<file path="src/rtl/adcsp_consts.svh">
// Constants for the serial conversion port
`ifndef ADCSP_CONSTS_SVH
`define ADCSP_CONSTS_SVH
`define ADCSP_CFG_BITS 14
`define ADCSP_RES_BITS 16
`define ADCSP_CFG_RESET 14'h3fff
`define ADCSP_ECHO_BIT 0
`define ADCSP_END_PLAIN 16
`define ADCSP_END_PLAIN_ECHO 30
`define ADCSP_END_BUSY 17
`define ADCSP_END_BUSY_ECHO 31
`define ADCSP_CONV_TIME_NS 1600
`define ADCSP_CLK_PERIOD_NS 5
`define ADCSP_CONV_CYCLES \
    ((`ADCSP_CONV_TIME_NS + `ADCSP_CLK_PERIOD_NS - 1) / `ADCSP_CLK_PERIOD_NS)
`endif

</file>
<file path="src/rtl/adcsp_pkg.sv">
// Types for the serial conversion port
package adcsp_pkg;
    typedef enum logic [2:0] {
        ADCSP_ACQ = 3'b001,
        ADCSP_CONV = 3'b010,
        ADCSP_DONE = 3'b100
    } adcsp_state_t;
endpackage

</file>
<file path="src/rtl/adcsp_port.sv">
// Serial conversion and configuration port, device side
`timescale 1ns/1ps
`include "adcsp_consts.svh"
module adcsp_port
    import adcsp_pkg::*;
#(
    parameter int CONV_CYCLES = `ADCSP_CONV_CYCLES
) (
    input wire logic clk,
    input wire logic rst_b,
    input wire logic conversion_start,
    input wire logic serial_clk,
    input wire logic serial_in,
    input wire logic [15:0] sample_value,
    output logic serial_out,
    output logic serial_out_oe,
    output logic core_power,
    output logic [13:0] config_word,
    output logic config_load
);
    // Counter is 16 bits wide, so longer conversions cannot be served
    if (CONV_CYCLES < 1 || CONV_CYCLES > 65535) begin : g_conv_chk
        $error("CONV_CYCLES out of range");
    end

    // ----------------------------------------------------------
    // Input synchronisation
    // ----------------------------------------------------------
    logic cs_lvl, cs_rise, cs_fall;
    logic sck_rise, sck_fall;
    logic din_lvl;
    adcsp_sync u_cs (.clk(clk), .rst_b(rst_b), .async_in(conversion_start),
        .level(cs_lvl), .rise(cs_rise), .fall(cs_fall));
    adcsp_sync u_sck (.clk(clk), .rst_b(rst_b), .async_in(serial_clk),
        .level(), .rise(sck_rise), .fall(sck_fall));
    adcsp_sync u_din (.clk(clk), .rst_b(rst_b), .async_in(serial_in),
        .level(din_lvl), .rise(), .fall());

    // ----------------------------------------------------------
    // Conversion sequencing
    // ----------------------------------------------------------
    adcsp_state_t state;
    logic [15:0] conv_cnt;
    logic [15:0] result;
    logic [13:0] result_cfg;
    logic busy_mode;
    wire conv_last = (conv_cnt == 16'(CONV_CYCLES - 1));
    wire eoc = (state == ADCSP_CONV) && conv_last;
    wire start = cs_rise;

    always_ff @(posedge clk or negedge rst_b) begin
        if (!rst_b) begin
            state <= ADCSP_ACQ;
            conv_cnt <= 16'h0000;
        end else begin
            case (state)
                ADCSP_ACQ, ADCSP_DONE: begin
                    conv_cnt <= 16'h0000;
                    if (start) begin
                        state <= ADCSP_CONV;
                    end
                end
                ADCSP_CONV: begin
                    // Start level ignored until count expires
                    conv_cnt <= conv_cnt + 16'h0001;
                    if (conv_last) begin
                        state <= ADCSP_DONE;
                    end
                end
                default: state <= ADCSP_ACQ;
            endcase
        end
    end
    assign core_power = (state == ADCSP_CONV);

    // ----------------------------------------------------------
    // Configuration shift-in
    // ----------------------------------------------------------
    logic [13:0] cfg_shift;
    logic [3:0] cfg_cnt;
    logic [13:0] cfg_pending;
    logic pending;
    wire cfg_take = ~cs_lvl && sck_rise && (cfg_cnt < 4'd14)
        && !start;
    wire cfg_full = cfg_take && (cfg_cnt == 4'd13);

    always_ff @(posedge clk or negedge rst_b) begin
        if (!rst_b) begin
            cfg_shift <= 14'h0000;
            cfg_cnt <= 4'h0;
            cfg_pending <= `ADCSP_CFG_RESET;
            pending <= 1'b0;
            config_word <= `ADCSP_CFG_RESET;
            config_load <= 1'b0;
        end else begin
            config_load <= 1'b0;
            if (start || eoc) begin
                // Partial word dropped here
                cfg_cnt <= 4'h0;
            end else if (cfg_take) begin
                cfg_shift <= {cfg_shift[12:0], din_lvl};
                cfg_cnt <= cfg_cnt + 4'h1;
            end
            if (cfg_full && !eoc) begin
                cfg_pending <= {cfg_shift[12:0], din_lvl};
                pending <= 1'b1;
            end
            // Word takes effect at the next end of conversion
            if (eoc && pending) begin
                config_word <= cfg_pending;
                config_load <= 1'b1;
                pending <= 1'b0;
            end
        end
    end

    // ----------------------------------------------------------
    // Result shift-out
    // ----------------------------------------------------------
    logic [29:0] out_shift;
    logic [4:0] fall_cnt;
    wire echo = ~result_cfg[`ADCSP_ECHO_BIT];
    wire [4:0] end_plain = echo ? 5'd30 : 5'd16;
    wire [4:0] end_busy = echo ? 5'd31 : 5'd17;
    wire [4:0] end_cnt = busy_mode ? end_busy : end_plain;
    wire last_fall = sck_fall && (fall_cnt == end_cnt - 5'd1);
    wire in_read = (state == ADCSP_DONE) && serial_out_oe;

    always_ff @(posedge clk or negedge rst_b) begin
        if (!rst_b) begin
            result <= 16'h0000;
            result_cfg <= `ADCSP_CFG_RESET;
            busy_mode <= 1'b0;
            out_shift <= 30'h0000_0000;
            fall_cnt <= 5'h00;
            serial_out <= 1'b0;
            serial_out_oe <= 1'b0;
        end else if (start) begin
            serial_out_oe <= 1'b0;
            fall_cnt <= 5'h00;
        end else if (eoc) begin
            result <= sample_value;
            result_cfg <= config_word;
            busy_mode <= ~cs_lvl;
            // Newer result overwrites unread one
            out_shift <= {sample_value[14:0], config_word, 1'b0};
            fall_cnt <= 5'h00;
            if (!cs_lvl) begin
                serial_out <= 1'b0;
                serial_out_oe <= 1'b1;
            end else begin
                serial_out_oe <= 1'b0;
            end
        end else if (state == ADCSP_DONE) begin
            if (!busy_mode && cs_fall && fall_cnt == 5'h00) begin
                serial_out <= result[15];
                serial_out_oe <= 1'b1;
            end else if (!busy_mode && cs_lvl) begin
                serial_out_oe <= 1'b0;
            end else if (sck_fall && ~cs_lvl && in_read
                    && fall_cnt < end_cnt) begin
                // Bit changes only on falls, stable over rise
                fall_cnt <= fall_cnt + 5'h01;
                if (last_fall) begin
                    serial_out_oe <= 1'b0;
                end else if (busy_mode && fall_cnt == 5'h00) begin
                    serial_out <= result[15];
                end else begin
                    // Echo follows result LSB
                    serial_out <= busy_mode ? out_shift[30 - 1 -
                        5'(fall_cnt - 5'd1)] :
                        out_shift[29 - 5'(fall_cnt)];
                end
            end
        end
    end
endmodule

</file>
<file path="src/rtl/adcsp_sync.sv">
// Two-flop synchroniser with edge outputs
`timescale 1ns/1ps
module adcsp_sync (
    input wire logic clk,
    input wire logic rst_b,
    input wire logic async_in,
    output logic level,
    output logic rise,
    output logic fall
);
    logic meta;
    logic prev;
    always_ff @(posedge clk or negedge rst_b) begin
        if (!rst_b) begin
            meta <= 1'b0;
            level <= 1'b0;
            prev <= 1'b0;
        end else begin
            meta <= async_in;
            level <= meta;
            prev <= level;
        end
    end
    assign rise = level & ~prev;
    assign fall = ~level & prev;
endmodule

</file>
<file path="config.mk">
export PLATFORM = sky130hd
export DESIGN_NAME = adcsp_port
export DESIGN_NICKNAME = d
export VERILOG_FILES = /design/src/rtl/adcsp_pkg.sv /design/src/rtl/adcsp_port.sv /design/src/rtl/adcsp_sync.sv
export VERILOG_INCLUDE_DIRS = /design/src /design/src/rtl
export SDC_FILE = /design/constraint.sdc
export NUM_CORES = 1
export LEC_CHECK = 0
export BUFFER_PORTS_ARGS = -buffer_cell sky130_fd_sc_hd__buf_2
export CORE_MARGIN = 2
export CORE_UTILIZATION = 40
export CTS_CLUSTER_SIZE = 12
export DETAILED_ROUTE_END_ITERATION = 10
export SKIP_CTS_REPAIR_TIMING = 1
export SLEW_MARGIN = 20
export SYNTH_ARGS = -nofsm -noshare
export SYNTH_HDL_FRONTEND = slang
export SYNTH_HIERARCHICAL = 1
export SYNTH_SLANG_ARGS = --single-unit
</file>
<file path="constraint.sdc">
create_clock -name clk -period 4.95 [get_ports clk]
set_input_delay 0.495 -clock clk [delete_from_list [all_inputs] [get_ports clk]]
set_output_delay 0.495 -clock clk [all_outputs]
set_load 0.01 [all_outputs]
</file>
# After elaboration in Yosys (flattened, before gate mapping)

Index checks and enable logic that the tools add are counted.

$lt $le $gt $ge: 4
Bitwise logic cells: 10
Equality and inequality tests: 13
Divide/modulo/power cells: 0
Muxes and demuxes: 39
Add/subtract/negate cells: 7
Shift-type cells: 0
Multiply operators: 0
Reduce and logical (&&, ||, !) cells: 37

Operator list:

| cell                    | count |
|---|---|
| $lt A32 B6 Y1 const B   | 2 |
| $pmux W16 S2            | 1 |
| $mux W5                 | 6 |
| $mux W1                 | 22 |
| $mux W4                 | 5 |
| $add A16 B1 Y16 const B | 1 |
| $eq A16 B9 Y1 const B   | 1 |
| $logic_and A1 B1 Y1     | 16 |
| $sub A5 B5 Y6 const A   | 2 |
| $bmux W1 S5             | 2 |
| $reduce_bool A5 Y1      | 2 |
| $sub A5 B1 Y5 const B   | 2 |
| $ne A3 B3 Y1 const B    | 3 |
| $reduce_bool A3 Y1      | 3 |
| $reduce_bool A2 Y1      | 4 |
| $mux W3                 | 2 |
| $not A1 Y1              | 6 |
| $pmux W3 S2             | 1 |
| $reduce_and A2 Y1       | 3 |
| $reduce_and A6 Y1       | 1 |
| $add A5 B1 Y5 const B   | 1 |
| $eq A5 B5 Y1            | 1 |
| $logic_not A5 Y1        | 1 |
| $lt A5 B5 Y1            | 1 |
| other kinds (15)        | 21 |

Bits in registers: 128
Bits in writable memories: 0
Latch bits: 0
Memories: 0
Output and inout bits: 18
ROM bits: 0

# Depth between registers and ports, before layout

Gate-level depths: netlist of the first run.

Word-level depth: 12
Gate-level depth with buffers: 14
Gate-level depth less buffers: 10

# By module

Netlist of the first run, hierarchy kept.

Modules (own cells, without submodules):

| module     | cells each | times used | seq. area each (um^2) | area an instance (um^2) |
|---|---|---|---|---|
| adcsp_port | 488        | 1          | 2665.1                | 5362.6 |
| adcsp_sync | 5          | 3          | 75.1                  | 90.1 |

# Worst setup path before layout of the first run

OpenSTA, ideal clock, no wires.

Path kind: register to register
Start: reg fall_cnt[0]
End: reg serial_out
Setup slack: 1.780 ns
Required time: 4.815 ns
Clock period less this slack: 3.170 ns
Setup time: 0.135 ns
Arrival: 3.036 ns
Buffers on the path: 4
Cell stages (with the launch flop): 14
Cells stage by stage: dfrtp_1 > buf_6 > buf_2 > inv_1 > ha_1 > buf_2 > inv_1 > ha_1 > clkbuf_1 > mux4_2 > mux4_2 > inv_1 > mux2_2 > o311ai_1

Word-level cells in the longest chain between the ends: 12
Elaborated cells between the ends (all ways): 26
Classes of those cells: add/sub (3); order compare (1); eq/ne (3); mux (12); reduce/logical (7)

Ends and longest elaborated chain:

| what                          | line              | source |
|---|---|---|
| start: declaration            | adcsp_port.sv:121 | `logic [4:0] fall_cnt;` |
| start signal: assignment      | adcsp_port.sv:163 | `fall_cnt <= fall_cnt + 5'h01;` |
| $sub A5 B1 Y5                 | adcsp_port.sv:171 | `5'(fall_cnt - 5'd1)] :` |
| $sub A5 B5 Y6                 | adcsp_port.sv:170 | `serial_out <= busy_mode ? out_shift[30 - 1 -` |
| $bmux W1 S5                   | adcsp_port.sv:170 |  |
| $mux W1 (implied by the code) | adcsp_port.sv:170 |  |
| $mux W1                       | adcsp_port.sv:170 |  |
| $mux W1                       | adcsp_port.sv:166 | `end else if (busy_mode && fall_cnt == 5'h00) begin` |
| $mux W1                       | adcsp_port.sv:164 | `if (last_fall) begin` |
| $mux W1                       | adcsp_port.sv:160 | `end else if (sck_fall && ~cs_lvl && in_read` |
| $mux W1                       | adcsp_port.sv:158 | `end else if (!busy_mode && cs_lvl) begin` |
| $mux W1                       | adcsp_port.sv:155 | `if (!busy_mode && cs_fall && fall_cnt == 5'h00) begin` |
| $mux W1                       | adcsp_port.sv:154 | `end else if (state == ADCSP_DONE) begin` |
| $mux W1                       | adcsp_port.sv:141 | `end else if (eoc) begin` |
| end signal: assignment        | adcsp_port.sv:156 | `serial_out <= result[15];` |
| end signal: assignment        | adcsp_port.sv:167 | `serial_out <= result[15];` |
| end signal: assignment        | adcsp_port.sv:170 |  |
| end: declaration              | adcsp_port.sv:15  | `output logic serial_out,` |

Parallel ways exist; a longest one is shown, timed or not. The select of a mux whose other input is x is not followed.
A chain may end at the register's enable or synchronous reset.

# Final worst setup path of the first run

Same ends and word-level chain as after synthesis.

==> metrics.yaml, run 1 <==
status:
  outcome: "complete, no violations"
yosys:
  ys_warn_count: 6
  synth.avg_cell_area_um2: 11.19
  synth_cells: 500
  synth_fp_nets: 537
  synth_area_um2: 5593
sta:
  finClkSkew_ns: 0.01094
  rsz0062_at_grt: "no"
  fin_setup_tns_ns: 0
  hold_violations: 0
  max_freq_mhz: 308.3
  report.final.setup_viol: 0
  worst_pin_slew_ns: 0.9009
  slew_violations: 0
  relSlewSlack_pct: 39.94
  hold-worst-slack_ns: 0.1943
  fin_crit_ns: 3.244
  min_period_over_period_pct: 65.54
finish:
  drive_above_1_share_pct: 26.71
  layout.nets: 578
  syn_to_final_growth_pct: 17.72
  final_util_pct: 47.80
  antenna_cells: 0
  final_cells: 734
  final_cell_area_um2: 6584
route:
  first_pass_iters: 7
  drc: 0
  routed_wl_um: 11120
  drtIter0Drc: 165
  routed_via_density: 5.114
  wire_per_inst_um: 15.15
  final_antenna_net_count: 0
  via_count: 3754
setup_path:
  worstPathRequired_ns: 5.23
  path_max_fanout: 17
  cp-start-kind: "flop"
  crit_type: "reg -> reg"
  end_kind: "flop"
  worstPathArrival_ns: 3.52
pwr:
  ir_drop_v: 0.0002413
  p_leak_nw: 2.958
  power.density_nw_per_um2: 356.9
placement:
  placed_cells: 702
  place_area_um2: 5944
  place.gp.congestion: 0.8762
  port_buffers: 38
  dp_hpwl_um: 7717
floorplan:
  dieArea_um2: 14940
  rows: 43
  start_util_pct: 40.61
  core_area_um2: 13770
  die-height_um: 122.2
  io_pins: 39
  dieWidth_um: 122.2
grt:
  grt_remaining_overflow: 0
  antenna_found_initial: 0
  grt.busiest_layer: "met2"
  grt_use_met3_pct: 4.414
  grt_max_degree: 74
  grtUsageMet1_pct: 22.51
  grt_pass1_vias: 3771
  met2_usage_pct: 24.65
  grt_pass1_wl_um: 18910
  grtUsageTotal_pct: 16.34
flow_run:
  max_cap_violations: 0
clock_network:
  cts.sinks: 113
  cts.htree.levels: 4
  clock-root-buffer: "clkbuf_16"
  cts-buffers-inserted: 17
  clkTransAtPathRegs_ns: 0.05
  clk_latency_ns: 0.41
  cts_buffer_depth: 2
  cts_tree: "yes"
worst_hold_path:
  hold_path.class: "in -> reg"
[stage by stage]
stage	worst slack [ns]	total power, W
floorplan	1.780	0.001031
global placement	1.839	0.001071
detailed placement	1.677	0.001075
CTS	1.667	0.002377
global route	1.431	0.002439
finish	1.706	0.002350
[power breakdown]
part | internal, W | switching (W) | leakage [nW]
logic | 0.0000327 | 0.0000483 | 1.30
clock network | 0.000870 | 0.000422 | 0.307
registers | 0.000955 | 0.0000222 | 1.36
[worst paths after layout]
check                             from         endpoint  slack, ns  depth (start not counted)
max                        fall_cnt[0]       serial_out       1.71                         11
min                          serial_in       u_din/meta       0.19                          1
max reg2reg                fall_cnt[0]       serial_out       1.71                         11
min reg2reg                 u_din/meta      u_din/level       0.35                          0
max in group asynchronous        rst_b  cfg_pending[10]       3.66                          2
min in group asynchronous        rst_b     cfg_shift[1]       0.23                          1
[worst max-delay path, cell delays in order (launching register included)]
cell      delay (ns)
dfrtp_1         0.32
buf_4           0.26
inv_1           0.15
ha_1            0.62
inv_1           0.15
ha_1            0.24
xnor2_1         0.24
xnor2_2         0.20
mux2_2          0.37
a221oi_1        0.29
mux2_2          0.21
o311ai_1        0.08
[per-layer routing]
| layer | share of wire, % | wire, um |
|---|---|---|
| met1 | 47 | 5238 |
| met2 | 48 | 5361 |
| met4 | 1.5 | 165 |
| met5 | 0 | 0 |
| met3 | 3.2 | 354 |
[placed cells by master (no fill, tap or decap), types with 5 or more instances in the layout]
cell,n
dfrtp_1,83
a21oi_1,5
buf_4,7
nor2b_1,6
mux2i_1,8
nand2_1,113
mux2_1,28
xnor2_1,7
mux2_2,16
nand4_1,8
buf_2,37
and3_1,5
clkbuf_16,17
dfstp_2,30
ha_1,16
o21ai_0,20
inv_1,9
nor2_1,22
mux4_2,12
xor2_1,8
nand3_1,15
nor3_1,6
[layout make-up]
type                    count  area (um^2)
well taps                 180        225.2
clock buffers              20        456.7
repair buffers             44        237.7
flip-flops and latches    113         2865
multi-input cells         355         2576
fillers                  1294         7189
clock inverters            12        180.2
inverters                  10        42.54
[flip-flops by register name, indices dropped and copies added, names as in the netlist, 3 cells and up]
signal       count
cfg_pending     14
state            3
config_word     14
conv_cnt        16
cfg_shift       13
fall_cnt         5
cfg_cnt          4
result          16
out_shift       14
(Power assumes the default switching activity.)
==> inputs of run 2 (changes only) <==
- ABC_AREA: unset -> 1
- clock period: 4.95 -> 3.18 ns (I/O delays scaled with it)
==> metrics.yaml, run 2 <==
status:
  outcome: "finished, violations left"  # was complete, no violations
  violations: "hold timing"
setup_path:
  crit_type: "reg -> reg"  # unchanged
  end_kind: "flop"  # unchanged
  cp.depth: 15  # was 11
  max_stage_delay_ns: 0.48  # was 0.62 ns
  cp_top_family: "adder cells"  # unchanged
  worstPathRequired_ns: 3.49  # was 5.23 ns
  rr_startpoint: "fall_cnt[1]"  # was fall_cnt[0]
  path_buf_inv: 3  # unchanged
  worstPathArrival_ns: 2.92  # was 3.52 ns
  reg2reg_to: "serial_out"  # unchanged
  r2r_slack_ns: 0.57  # was 1.71 ns
  crit_path_start: "fall_cnt[1]"  # was fall_cnt[0]
  reg2regPathDepth: 15  # was 11
  cpMostUsedCell: "nand2_1"
  path_max_fanout: 10  # was 17
  cp-start-kind: "flop"  # unchanged
  crit_path_end: "serial_out"  # unchanged
  cp_slowest_cell: "ha_1"  # unchanged
  crit_chain: "clkinv_1 > ha_1 > clkinv_1 > ha_1 > inv_1 > nand4_1 > nand2_1 > nand2_1 > nand3_1 > nand2_1 > nand2_1 > nand3_1 > nand2_1 > nand2_1 > nand2_1"  # was buf_4 > inv_1 > ha_1 > inv_1 > ha_1 > xnor2_1 > xnor2_2 > mux2_2 > a221oi_1 > mux2_2 > o311ai_1
finish:
  final_cell_mix: "262 x nand2_1, 89 x inv_1, 83 x dfrtp_1, 72 x nand3_1, 60 x o21ai_0"  # was 113 x nand2_1, 83 x dfrtp_1, 37 x buf_2, 30 x dfstp_2, 28 x mux2_1
  layout.nets: 823  # was 578
  drive_above_1_share_pct: 15.89  # was 26.71%
  syn_to_final_growth_pct: 16.90  # was 17.72%
  layout_commonest_cell: "nand2_1"  # unchanged
  n_fill_cell: 1395  # was 1294
  reg_top3: "conv_cnt: 16 flops, result: 16 flops"  # unchanged
  antenna_cells: 0  # unchanged
sta:
  fin_crit_ns: 2.615  # was 3.244 ns
  report.final.setup_viol: 0  # unchanged
  rsz0062_at_grt: "no"  # unchanged
  worst_pin_slew_ns: 0.7867  # was 0.9009 ns
  hold-worst-slack_ns: -0.01382  # was 0.1943 ns
  hold_violations: 23  # was 0
  slew_violations: 0  # unchanged
  finClkSkew_ns: 0.007182  # was 0.01094 ns
  min_period_over_period_pct: 82.23  # was 65.54%
  max_freq_mhz: 382.4  # was 308.3 MHz
  relSlewSlack_pct: 47.55  # was 39.94%
  fin_setup_tns_ns: 0  # unchanged
grt:
  grt_max_degree: 60  # was 74
  antenna_found_initial: 0  # unchanged
  grt_pass1_vias: 4859  # was 3771
  grtUsageTotal_pct: 18.18  # was 16.34%
  grt_pass1_wl_um: 23070  # was 18910 um
  grt_remaining_overflow: 0  # unchanged
floorplan:
  start_util_pct: 41.38  # was 40.61%
  rows: 43  # unchanged
  io_pins: 39  # unchanged
  die-height_um: 124.3  # was 122.2 um
  dieWidth_um: 124.3  # was 122.2 um
  dieArea_um2: 15450  # was 14940 um^2
  core_area_um2: 13990  # was 13770 um^2
clock_network:
  cts_buffer_depth: 2  # unchanged
  clock-root-buffer: "clkbuf_16"  # unchanged
  cts-buffers-inserted: 17  # unchanged
  cts.sinks: 113  # unchanged
  clk_latency_ns: 0.42  # was 0.41 ns
  clkTransAtPathRegs_ns: 0.05  # about the same
  cts.htree.levels: 4  # unchanged
  cts_tree: "yes"  # unchanged
yosys:
  synth.avg_cell_area_um2: 7.822  # was 11.19 um^2
  synth_area_um2: 5788  # was 5593 um^2
  synth_fp_nets: 777  # was 537
  synth_cells: 740  # was 500
  ys_warn_count: 6  # unchanged
route:
  first_pass_iters: 5  # was 7
  via_count: 4822  # was 3754
  routed_wl_um: 13030  # was 11120 um
  routed_via_density: 4.925  # was 5.114
  final_antenna_net_count: 0  # unchanged
  drc: 0  # unchanged
  drtIter0Drc: 331  # was 165
  wire_per_inst_um: 13.31  # was 15.15 um
pwr:
  switching_share_pct: 23.88  # was 20.96%
  comb_power_share_pct: 6.5  # was 3.4%
  p_sw_w: 0.0008583  # was 0.0004926 W
  total_power_w: 0.003594  # was 0.002350 W
  ir_drop_v: 0.0003611  # was 0.0002413 V
  pwr-share-seq_pct: 42.5  # was 41.6%
  power.density_nw_per_um2: 531.1  # was 356.9 nW/um^2
  intPower_w: 0.002735  # was 0.001857 W
  p_leak_nw: 3.299  # was 2.958 nW
  p_clk_share_pct: 51.0  # was 55.0%
flow_run:
  max_cap_violations: 0  # unchanged
placement:
  dp_hpwl_um: 9043  # was 7717 um
  place.gp.congestion: 0.8844  # was 0.8762
  port_buffers: 38  # unchanged
worst_hold_path:
  hold_path.class: "in -> async"  # was in -> reg
[run 2: worst min path at each step]
| stage | to | slack, ns |
|---|---|---|
| after CTS | u_sck/meta | -0.01 |
| after detailed placement | u_din/level | 0.33 |
| final | result[5] | -0.01 |
| after floorplan | busy_mode | 0.02 |
| after global placement | u_din/level | 0.33 |
| after global routing | result[5] | 0.05 |
[run 2: worst reg2reg max path: cells and delay by family, from the launching register on]
kind / cells / cell delay [ns]
buffers and inverters: 3 / 0.55
DFF: 1 / 0.35
adders and majority gates: 2 / 0.95
and+or+nand+nor: 10 / 0.66
[run 2: area by class of cell]
class / instances / area [um^2] / share of cell area (%)
flip-flops and latches: 113 / 2865 / 42.34
clock buffers: 24 / 501.7 / 7.415
multi-input cells: 509 / 2440 / 36.06
repair buffers: 49 / 295.3 / 4.364
clock inverters: 8 / 78.83 / 1.165
well taps: 180 / 225.2 / 3.328
inverters: 96 / 360.3 / 5.325
[run 2: per-layer routing]
layer | track usage (%) | vias up | wire [um]
met5 | 0 | - | 0
met4 | 6.940 | 0 | 241
met3 | 4.682 | 25 | 438
met2 | 29.70 | 82 | 6264
met1 | 23.22 | 2279 | 6088
li1 | - | 2436 | -
[run 2: through the flow]
stage          cell area (um^2)  util, %  worst slack (ns)  cells  hold slack (ns)
2_1_floorplan              5788        -            0.6917    740          0.02241
3_3_place_gp               6156    44.01            0.7345    944           0.3325
3_5_place_dp               6156    44.01            0.5794    944           0.3347
4_1_cts                    6736    48.16            0.5705    976         -0.01485
5_1_grt                    6766    48.37            0.2636    979          0.04917
6_report                   6766    48.37            0.5651    979         -0.01382
[run 2: power by group through the flow]
stage	sequential, W	clock [W]	combinational (W)
final	0.00153	0.00183	0.000234
after global routing	0.00153	0.00196	0.000275
after CTS	0.00153	0.00188	0.000236
after detailed placement	0.00155	0	0.000235
after global placement	0.00155	0	0.000229
after floorplan	0.00154	0	0.000140
